$ cat src/inc/sad_defines.vh
// Constants for the status alternating display block
// Contract
// - While a process-value view is shown and the chosen condition holds, the first display alternates value and tag every half second.
// - The process-value views that alternate include the value and setpoint pair picked as a monitor or setting item.
// - With the selection off no tag is shown and the normal value stays on continuously.
// - The manual selection alternates the hand-control tag while the controller is under manual control.
// - The reset selection alternates the reset tag while operation is in reset status.
// - Each of the four single-alarm selections alternates its own numbered tag only while that alarm output is active.
// - The any-alarm selection alternates the combined alarm tag while alarm one, two, three or four is active.
// - The heater alarm selection alternates the heater fault tag while the element break or the SSR short alarm is active.
// - The standby selection alternates the standby tag while operation is on standby.
// - After reset each display's status selection is off.
// - The second display alternates the setpoint, manual manipulated value or blank with the tag every half second.
// - The second display uses the same choices and condition meanings as the first.
// - On the second display the tag alternation takes priority over the program end output display.
`ifndef SAD_DEFINES_VH
`define SAD_DEFINES_VH

// ----------------------------------------
// AXI4-Lite register map
// ----------------------------------------
`define SAD_ADDR_W 4
`define SAD_REG_PV_SEL 4'h0
`define SAD_REG_SV_SEL 4'h4
`define SAD_REG_STATUS 4'h8
`define SAD_REG_TICKS 4'hC
`define SAD_RESP_OKAY 2'h0
`define SAD_RESP_SLVERR 2'h2

// ----------------------------------------
// Status selection codes
// ----------------------------------------
`define SAD_SEL_W 4
`define SAD_SEL_OFF 4'h0
`define SAD_SEL_MANUAL 4'h1
`define SAD_SEL_RESET 4'h2
`define SAD_SEL_ALARM1 4'h3
`define SAD_SEL_ALARM2 4'h4
`define SAD_SEL_ALARM3 4'h5
`define SAD_SEL_ALARM4 4'h6
`define SAD_SEL_ANY_ALARM 4'h7
`define SAD_SEL_HEATER 4'h8
`define SAD_SEL_STANDBY 4'h9

// ----------------------------------------
// Tag codes on the tag output
// ----------------------------------------
`define SAD_TAG_W 4
`define SAD_TAG_NONE 4'h0
`define SAD_TAG_HAND 4'h1
`define SAD_TAG_RESET 4'h2
`define SAD_TAG_ALARM1 4'h3
`define SAD_TAG_ALARM2 4'h4
`define SAD_TAG_ALARM3 4'h5
`define SAD_TAG_ALARM4 4'h6
`define SAD_TAG_ANY_ALARM 4'h7
`define SAD_TAG_HEATER 4'h8
`define SAD_TAG_STANDBY 4'h9

// ----------------------------------------
// Second display content codes
// ----------------------------------------
`define SAD_SV_SETPOINT 2'h0
`define SAD_SV_MANUAL_MV 2'h1
`define SAD_SV_BLANK 2'h2

// ----------------------------------------
// Timing
// ----------------------------------------
`define SAD_CLK_HZ 100000000
`define SAD_HALF_PERIOD_MS 500
`define SAD_HALF_TICKS ((`SAD_CLK_HZ / 1000) * `SAD_HALF_PERIOD_MS)

`endif

$ cat src/hdl/sad_selector.v
// One display's status condition selector and alternation
`timescale 1ns/100ps
`include "sad_defines.vh"
module sad_selector (
  input wire aclk,
  input wire aresetn,
  input wire [`SAD_SEL_W-1:0] sel,
  input wire view_ok,
  input wire phase,
  input wire manual_mode,
  input wire reset_state,
  input wire [3:0] alarm,
  input wire element_break_alarm,
  input wire ssr_short_alarm,
  input wire standby_state,
  output reg show_tag_q,
  output reg [`SAD_TAG_W-1:0] tag_q,
  output reg cond_q
);
  reg cond;
  reg [`SAD_TAG_W-1:0] tag;

  // ----------------------------------------
  // Condition decode
  // ----------------------------------------
  always @* begin
    cond = 1'b0;
    tag = `SAD_TAG_NONE;
    case (sel)
      `SAD_SEL_OFF: begin
        cond = 1'b0;
      end
      `SAD_SEL_MANUAL: begin
        cond = manual_mode;
        tag = `SAD_TAG_HAND;
      end
      `SAD_SEL_RESET: begin
        cond = reset_state;
        tag = `SAD_TAG_RESET;
      end
      `SAD_SEL_ALARM1: begin
        cond = alarm[0];
        tag = `SAD_TAG_ALARM1;
      end
      `SAD_SEL_ALARM2: begin
        cond = alarm[1];
        tag = `SAD_TAG_ALARM2;
      end
      `SAD_SEL_ALARM3: begin
        cond = alarm[2];
        tag = `SAD_TAG_ALARM3;
      end
      `SAD_SEL_ALARM4: begin
        cond = alarm[3];
        tag = `SAD_TAG_ALARM4;
      end
      `SAD_SEL_ANY_ALARM: begin
        cond = |alarm;
        tag = `SAD_TAG_ANY_ALARM;
      end
      `SAD_SEL_HEATER: begin
        cond = element_break_alarm | ssr_short_alarm;
        tag = `SAD_TAG_HEATER;
      end
      `SAD_SEL_STANDBY: begin
        cond = standby_state;
        tag = `SAD_TAG_STANDBY;
      end
      default: begin
        cond = 1'b0;
      end
    endcase
  end

  always @(posedge aclk) begin
    if (!aresetn) begin
      show_tag_q <= 1'b0;
      tag_q <= `SAD_TAG_NONE;
      cond_q <= 1'b0;
    end else begin
      cond_q <= cond;
      tag_q <= cond ? tag : `SAD_TAG_NONE;
      show_tag_q <= cond & view_ok & phase;
    end
  end
endmodule

$ cat src/hdl/sad_timebase.v
// Free-running half-second phase generator
`timescale 1ns/100ps
`include "sad_defines.vh"
module sad_timebase #(
  parameter HALF_TICKS = `SAD_HALF_TICKS,
  parameter CNT_W = 26
) (
  input wire aclk,
  input wire aresetn,
  output reg phase_q,
  output reg flip_q
);
  reg [CNT_W-1:0] cnt_q;
  wire last = (cnt_q == HALF_TICKS[CNT_W-1:0] - {{(CNT_W-1){1'b0}}, 1'b1});

  // ----------------------------------------
  // Divider, never stopped by the selection
  // ----------------------------------------
  always @(posedge aclk) begin
    if (!aresetn) begin
      cnt_q <= {CNT_W{1'b0}};
      phase_q <= 1'b0;
      flip_q <= 1'b0;
    end else begin
      flip_q <= last;
      if (last) begin
        cnt_q <= {CNT_W{1'b0}};
        phase_q <= ~phase_q;
      end else begin
        cnt_q <= cnt_q + {{(CNT_W-1){1'b0}}, 1'b1};
      end
    end
  end
endmodule

$ cat src/hdl/sad_top.v
// Status alternating display top with AXI4-Lite registers
//
// Local design decisions: the placing of the registers and the AXI4-Lite interface to the registers.
`timescale 1ns/100ps
`include "sad_defines.vh"
module sad_top #(
  parameter HALF_TICKS = `SAD_HALF_TICKS
) (
  input wire aclk,
  input wire aresetn,
  input wire [`SAD_ADDR_W-1:0] s_axi_awaddr,
  input wire s_axi_awvalid,
  output reg s_axi_awready,
  input wire [31:0] s_axi_wdata,
  input wire [3:0] s_axi_wstrb,
  input wire s_axi_wvalid,
  output reg s_axi_wready,
  output reg [1:0] s_axi_bresp,
  output reg s_axi_bvalid,
  input wire s_axi_bready,
  input wire [`SAD_ADDR_W-1:0] s_axi_araddr,
  input wire s_axi_arvalid,
  output reg s_axi_arready,
  output reg [31:0] s_axi_rdata,
  output reg [1:0] s_axi_rresp,
  output reg s_axi_rvalid,
  input wire s_axi_rready,
  input wire pv_view,
  input wire pv_sp_item_view,
  input wire sv_view,
  input wire [1:0] sv_content,
  input wire prog_end_active,
  input wire prog_end_alt,
  input wire manual_mode,
  input wire reset_state,
  input wire [3:0] alarm,
  input wire element_break_alarm,
  input wire ssr_short_alarm,
  input wire standby_state,
  output reg pv_show_tag_q,
  output reg [`SAD_TAG_W-1:0] pv_tag_q,
  output reg sv_show_tag_q,
  output reg [`SAD_TAG_W-1:0] sv_tag_q,
  output reg sv_prog_end_alt_q,
  output reg [1:0] sv_content_q
);
  reg [`SAD_SEL_W-1:0] pv_sel_q;
  reg [`SAD_SEL_W-1:0] sv_sel_q;
  reg [15:0] ticks_q;
  reg have_aw_q;
  reg have_w_q;
  reg [`SAD_ADDR_W-1:0] awaddr_q;
  reg [31:0] wdata_q;
  reg [3:0] wstrb_q;
  wire phase;
  wire flip;
  wire pv_tag_on;
  wire sv_tag_on;
  wire pv_cond;
  wire sv_cond;
  wire [`SAD_TAG_W-1:0] pv_tag;
  wire [`SAD_TAG_W-1:0] sv_tag;

  // ----------------------------------------
  // Address decode shared by both channels
  // ----------------------------------------
  function sad_mapped;
    input [`SAD_ADDR_W-1:0] addr;
    begin
      sad_mapped = (addr == `SAD_REG_PV_SEL) || (addr == `SAD_REG_SV_SEL) || (addr == `SAD_REG_STATUS) ||
        (addr == `SAD_REG_TICKS);
    end
  endfunction

  // ----------------------------------------
  // Timebase and the two selectors
  // ----------------------------------------
  sad_timebase #(.HALF_TICKS(HALF_TICKS)) u_tb (
    .aclk(aclk),
    .aresetn(aresetn),
    .phase_q(phase),
    .flip_q(flip)
  );

  sad_selector u_pv (
    .aclk(aclk),
    .aresetn(aresetn),
    .sel(pv_sel_q),
    .view_ok(pv_view | pv_sp_item_view),
    .phase(phase),
    .manual_mode(manual_mode),
    .reset_state(reset_state),
    .alarm(alarm),
    .element_break_alarm(element_break_alarm),
    .ssr_short_alarm(ssr_short_alarm),
    .standby_state(standby_state),
    .show_tag_q(pv_tag_on),
    .tag_q(pv_tag),
    .cond_q(pv_cond)
  );

  // Same selector module gives the second display identical choices
  sad_selector u_sv (
    .aclk(aclk),
    .aresetn(aresetn),
    .sel(sv_sel_q),
    .view_ok(sv_view),
    .phase(phase),
    .manual_mode(manual_mode),
    .reset_state(reset_state),
    .alarm(alarm),
    .element_break_alarm(element_break_alarm),
    .ssr_short_alarm(ssr_short_alarm),
    .standby_state(standby_state),
    .show_tag_q(sv_tag_on),
    .tag_q(sv_tag),
    .cond_q(sv_cond)
  );

  // ----------------------------------------
  // Display outputs
  // ----------------------------------------
  always @(posedge aclk) begin
    if (!aresetn) begin
      pv_show_tag_q <= 1'b0;
      pv_tag_q <= `SAD_TAG_NONE;
      sv_show_tag_q <= 1'b0;
      sv_tag_q <= `SAD_TAG_NONE;
      sv_prog_end_alt_q <= 1'b0;
      sv_content_q <= `SAD_SV_SETPOINT;
      ticks_q <= 16'h0000;
    end else begin
      pv_show_tag_q <= pv_tag_on;
      pv_tag_q <= pv_tag;
      sv_show_tag_q <= sv_tag_on;
      sv_tag_q <= sv_tag;
      sv_content_q <= sv_content;
      // Program end display only when no tag alternation is running
      sv_prog_end_alt_q <= prog_end_active & prog_end_alt & ~(sv_cond & sv_view);
      if (flip) begin
        ticks_q <= ticks_q + 16'h0001;
      end
    end
  end

  // ----------------------------------------
  // AXI4-Lite write channel
  // ----------------------------------------
  always @(posedge aclk) begin
    if (!aresetn) begin
      s_axi_awready <= 1'b1;
      s_axi_wready <= 1'b1;
      s_axi_bvalid <= 1'b0;
      s_axi_bresp <= `SAD_RESP_OKAY;
      have_aw_q <= 1'b0;
      have_w_q <= 1'b0;
      awaddr_q <= {`SAD_ADDR_W{1'b0}};
      wdata_q <= 32'h00000000;
      wstrb_q <= 4'h0;
      pv_sel_q <= `SAD_SEL_OFF;
      sv_sel_q <= `SAD_SEL_OFF;
    end else begin
      if (s_axi_awvalid && s_axi_awready) begin
        have_aw_q <= 1'b1;
        awaddr_q <= s_axi_awaddr;
        s_axi_awready <= 1'b0;
      end
      if (s_axi_wvalid && s_axi_wready) begin
        have_w_q <= 1'b1;
        wdata_q <= s_axi_wdata;
        wstrb_q <= s_axi_wstrb;
        s_axi_wready <= 1'b0;
      end
      if (have_aw_q && have_w_q && !s_axi_bvalid) begin
        have_aw_q <= 1'b0;
        have_w_q <= 1'b0;
        s_axi_bvalid <= 1'b1;
        s_axi_bresp <= sad_mapped(awaddr_q) ? `SAD_RESP_OKAY : `SAD_RESP_SLVERR;
        case (awaddr_q)
          `SAD_REG_PV_SEL: begin
            if (wstrb_q[0]) begin
              pv_sel_q <= wdata_q[`SAD_SEL_W-1:0];
            end
          end
          `SAD_REG_SV_SEL: begin
            if (wstrb_q[0]) begin
              sv_sel_q <= wdata_q[`SAD_SEL_W-1:0];
            end
          end
          default: begin
            // Status, counter and unmapped offsets store nothing
          end
        endcase
      end
      if (s_axi_bvalid && s_axi_bready) begin
        s_axi_bvalid <= 1'b0;
        s_axi_awready <= 1'b1;
        s_axi_wready <= 1'b1;
      end
    end
  end

  // ----------------------------------------
  // AXI4-Lite read channel
  // ----------------------------------------
  always @(posedge aclk) begin
    if (!aresetn) begin
      s_axi_arready <= 1'b1;
      s_axi_rvalid <= 1'b0;
      s_axi_rdata <= 32'h00000000;
      s_axi_rresp <= `SAD_RESP_OKAY;
    end else begin
      if (s_axi_arvalid && s_axi_arready) begin
        s_axi_arready <= 1'b0;
        s_axi_rvalid <= 1'b1;
        s_axi_rresp <= sad_mapped(s_axi_araddr) ? `SAD_RESP_OKAY : `SAD_RESP_SLVERR;
        case (s_axi_araddr)
          `SAD_REG_PV_SEL: s_axi_rdata <= {28'h0000000, pv_sel_q};
          `SAD_REG_SV_SEL: s_axi_rdata <= {28'h0000000, sv_sel_q};
          `SAD_REG_STATUS: s_axi_rdata <= {22'h000000, phase, sv_prog_end_alt_q, sv_cond, pv_cond,
                                           sv_show_tag_q, pv_show_tag_q, sv_tag_q[1:0], pv_tag_q[1:0]};
          `SAD_REG_TICKS: s_axi_rdata <= {16'h0000, ticks_q};
          default: begin
            s_axi_rdata <= 32'h00000000;
          end
        endcase
      end
      if (s_axi_rvalid && s_axi_rready) begin
        s_axi_rvalid <= 1'b0;
        s_axi_arready <= 1'b1;
      end
    end
  end
endmodule

$ cat config.mk
export PLATFORM = sky130hd
export DESIGN_NAME = sad_top
export DESIGN_NICKNAME = d
export VERILOG_FILES = /design/src/hdl/sad_selector.v /design/src/hdl/sad_timebase.v /design/src/hdl/sad_top.v
export VERILOG_INCLUDE_DIRS = /design/src /design/src/inc
export SDC_FILE = /design/constraint.sdc
export NUM_CORES = 1
export LEC_CHECK = 0
export BUFFER_PORTS_ARGS = -buffer_cell sky130_fd_sc_hd__buf_2
export CELL_PAD_IN_SITES_DETAIL_PLACEMENT = 0
export CELL_PAD_IN_SITES_GLOBAL_PLACEMENT = 1
export CORE_ASPECT_RATIO = 0.5
export CORE_MARGIN = 4
export CORE_UTILIZATION = 41
export CTS_BUF_LIST = sky130_fd_sc_hd__clkbuf_2 sky130_fd_sc_hd__clkbuf_4 sky130_fd_sc_hd__clkbuf_8
export DETAILED_ROUTE_END_ITERATION = 8
export HOLD_SLACK_MARGIN = 0.02
export PLACE_DENSITY = 0.84
export SLEW_MARGIN = 20
export SYNTH_ARGS = -nofsm -noshare
export SYNTH_HDL_FRONTEND = slang
export SYNTH_HIERARCHICAL = 1
export SYNTH_SLANG_ARGS = --single-unit
$ cat constraint.sdc
create_clock -name aclk -period 2.2 [get_ports aclk]
set_input_delay 0.11 -clock aclk [delete_from_list [all_inputs] [get_ports aclk]]
set_output_delay 0.11 -clock aclk [all_outputs]
set_load 0.005 [all_outputs]
==> impl_metrics.ini <==
[yosys]
synth.distinct_cells = 52
syn_avg_cell_area_um2 = 8.826
syn-cell-area_um2 = 4881
ys_ff_latch = 111
async_flop_share = 0
yosysSeqAreaShare = 0.4553
synth_ff_type = dfxtp_1
syn_inst = 553
synth-edff-count = 0
yosysWarnings = 6

[clock_network]
h-tree-depth = 3
clk_latency_ns = 0.39
cts_sinks = 111
postCtsSetupBuffers = 0
cts_buffers = 9
cts_tree = done
clk_pin_slew_ns = 0.11
clock_path_buffers = 2
clock-root-buffer = clkbuf_8

[sta]
setup-tns-final_ns = 0
final.min_clock_period_ns = 2.007
finalCritPeriodShare = 0.9122
rsz0062_at_grt = false
fmax_ghz = 0.4983
final-max-slew-violation-count = 0
final_hold_viol_count = 0
relSlewSlack = 0.4323
tightestPinTransition_ns = 0.8397
finalSetupViolCount = 0
holdWs_ns = 0.04563
skew_ns = 0.01440

[critical_path]
r2r-start = u_tb/cnt_q[4]
cp-start-kind = register
crit_type = reg2reg
critPathCaptureType = register
rr_endpoint = u_tb/cnt_q[24]
r2r_setup_slack_ns = 0.19
cp_max_fo = 9
cp-startpoint = u_tb/cnt_q[4]
rr_worst_depth = 4
worstPathRequired_ns = 2.51
cp_data_arrival_time_ns = 2.32
critPathCapture = u_tb/cnt_q[24]

[die]
dieArea_um2 = 13820
fp.dieH_um = 85.15
coreArea_um2 = 11320
die_x_um = 162.3
std_cell_rows = 27
io-pin-count = 121
initial_utilization = 0.4313

[cells_and_area]
layout-drive-gt1-share = 0.1903
layout.nets = 705
layout_common_cells = 111 x dfxtp_1, 71 x buf_2, 57 x a21oi_1
final_core_util = 0.5067
area_growth_syn_to_layout_pct = 17.48
design_area_um2 = 5734
n_antenna_cell = 0
num-fill-cells = 1077
layout_commonest_cell = dfxtp_1

[placed_design]
gp_congestion = 0.8316
numPortBuffers = 71
hpwl_um = 7765
placed_cell_area_um2 = 5305

[pwr]
irDropWorstVdd_mv = 0.2787
power.leakage_uw = 0.002103
power.total_uw = 3674
p_per_area_nw_per_um2 = 640.7

[routing]
wl_per_cell_um = 13.86
drc_errors = 0
wl_um = 11090
dr.pass1.iters = 5
viasPerCell = 5.249
drtIter0Drc = 180
detail-route-antenna-nets = 0
vias = 4199

[grt]
grt_use_total = 0.1667
grt_pass1_wl_um = 19090
overflow = 0
grt_pass1_vias = 3957
grt_antenna_before_repair = 0
grt_max_degree = 29

[outcome]
status = finished clean

[min_path]
hp-class = in2reg

[flow_run]
max-cap-violations = 0
## power breakdown
group	internal, µW	switching, µW	leakage (µW)
registers	2040	23.8	0.000898
logic	101	128	0.00109
clock network	679	705	0.000117
total	2820	857	0.00210
## registers in the layout (all words and copies together) (netlist names), 2 cells and up
signal,flops
u_tb/cnt_q,26
s_axi_rdata,16
ticks_q,16
awaddr_q,4
pv_sel_q,4
pv_tag_q,4
sv_sel_q,4
sv_tag_q,4
u_pv/tag_q,4
u_sv/tag_q,4
wdata_q,4
sv_content_q,2
## cells in the mapped netlist, types with 2 or more instances
cell type,count,area (µm²)
dfxtp_1,111,2222
a21oi_1,57,285.3
nand2_1,52,195.2
nor2_1,36,135.1
nand3_1,28,140.1
nand4_1,22,137.6
buf_4,20,150.1
inv_1,16,60.06
clkbuf_1,15,56.30
mux2i_1,15,150.1
o21ai_0,15,75.07
xnor2_1,13,113.9
and2_1,12,75.07
nor3_1,12,60.06
nor4_1,12,75.07
or4_1,12,90.09
mux2_2,11,123.9
nand2b_1,9,56.30
a22oi_1,8,60.06
or3_1,8,50.05
o31ai_1,7,52.55
a32oi_1,6,52.55
buf_2,6,30.03
a211oi_1,5,37.54
xor2_1,5,43.79
nand3b_1,3,22.52
nor4bb_1,3,30.03
a2111oi_2,2,30.03
a211o_2,2,20.02
a21boi_1,2,15.01
a31oi_1,2,12.51
and3_4,2,22.52
buf_6,2,22.52
ha_1,2,25.02
nor2b_1,2,12.51
or2_2,2,12.51
## routing by layer
| metal | GRT usage | part of all wire | vias up |
|---|---|---|---|
| li1 | - | - | 2113 |
| met1 | 0.2141 | 0.47 | 2015 |
| met2 | 0.2865 | 0.49 | 61 |
| met3 | 0.03930 | 0.038 | 10 |
| met4 | 0.03914 | 0.0087 | 0 |
| met5 | 0 | 0 | - |
## stage by stage
step / instances / setup slack (ns)
2_1_floorplan: 570 / 0.3952
3_3_place_gp: 764 / 0.2552
3_5_place_dp: 764 / 0.2164
4_1_cts: 800 / 0.1877
5_1_grt: 800 / 0.09257
6_report: 800 / 0.1932
## timing repair
item | in CTS | in global routing
resized for setup | 0 | 0
hold endpoints to repair | 18 | 0
hold buffers | 20 | 0
## worst max-delay path: stages, from the launching register on
cell	delay, ns
dfxtp_1	0.40
nand4_1	0.21
or4_1	0.73
or4_1	0.45
a21oi_1	0.15
## cell type report
cell class	count	area, µm²	share of cell area
clock buffer	10	137.6	0.02400
clock inverter	6	91.34	0.01593
inverter	17	63.81	0.01113
multi-input combinational	397	2397	0.4181
sequential	111	2222	0.3875
tap	159	198.9	0.03469
timing repair buffer	100	623.1	0.1087
## kinds of logic after synthesis
group,count (synthesis),synth area share
adders and majority gates,2,0.005126
buffers and inverters,62,0.06793
AOI/OAI and AO/OA,112,0.1425
DFF,111,0.4553
and+or+nand+nor,221,0.2399
muxes,26,0.05614
other,1,0.0007683
xor gates and xnor gates,18,0.03230
## how the worst min path moves through the flow
| stage | start | endpoint | slack, ns | cells past startpoint |
|---|---|---|---|---|
| floorplan | sv_view | sv_prog_end_alt_q | 0.20 | 1 |
| global placement | sv_content[0] | sv_content_q[0] | 0.32 | 2 |
| detailed placement | sv_content[1] | sv_content_q[1] | 0.32 | 2 |
| CTS | s_axi_arvalid | s_axi_arready | 0.03 | 3 |
| global route | s_axi_arvalid | s_axi_arready | 0.03 | 3 |
| finish | s_axi_arvalid | s_axi_arready | 0.05 | 3 |
Power figures use the tool's default switching activity.
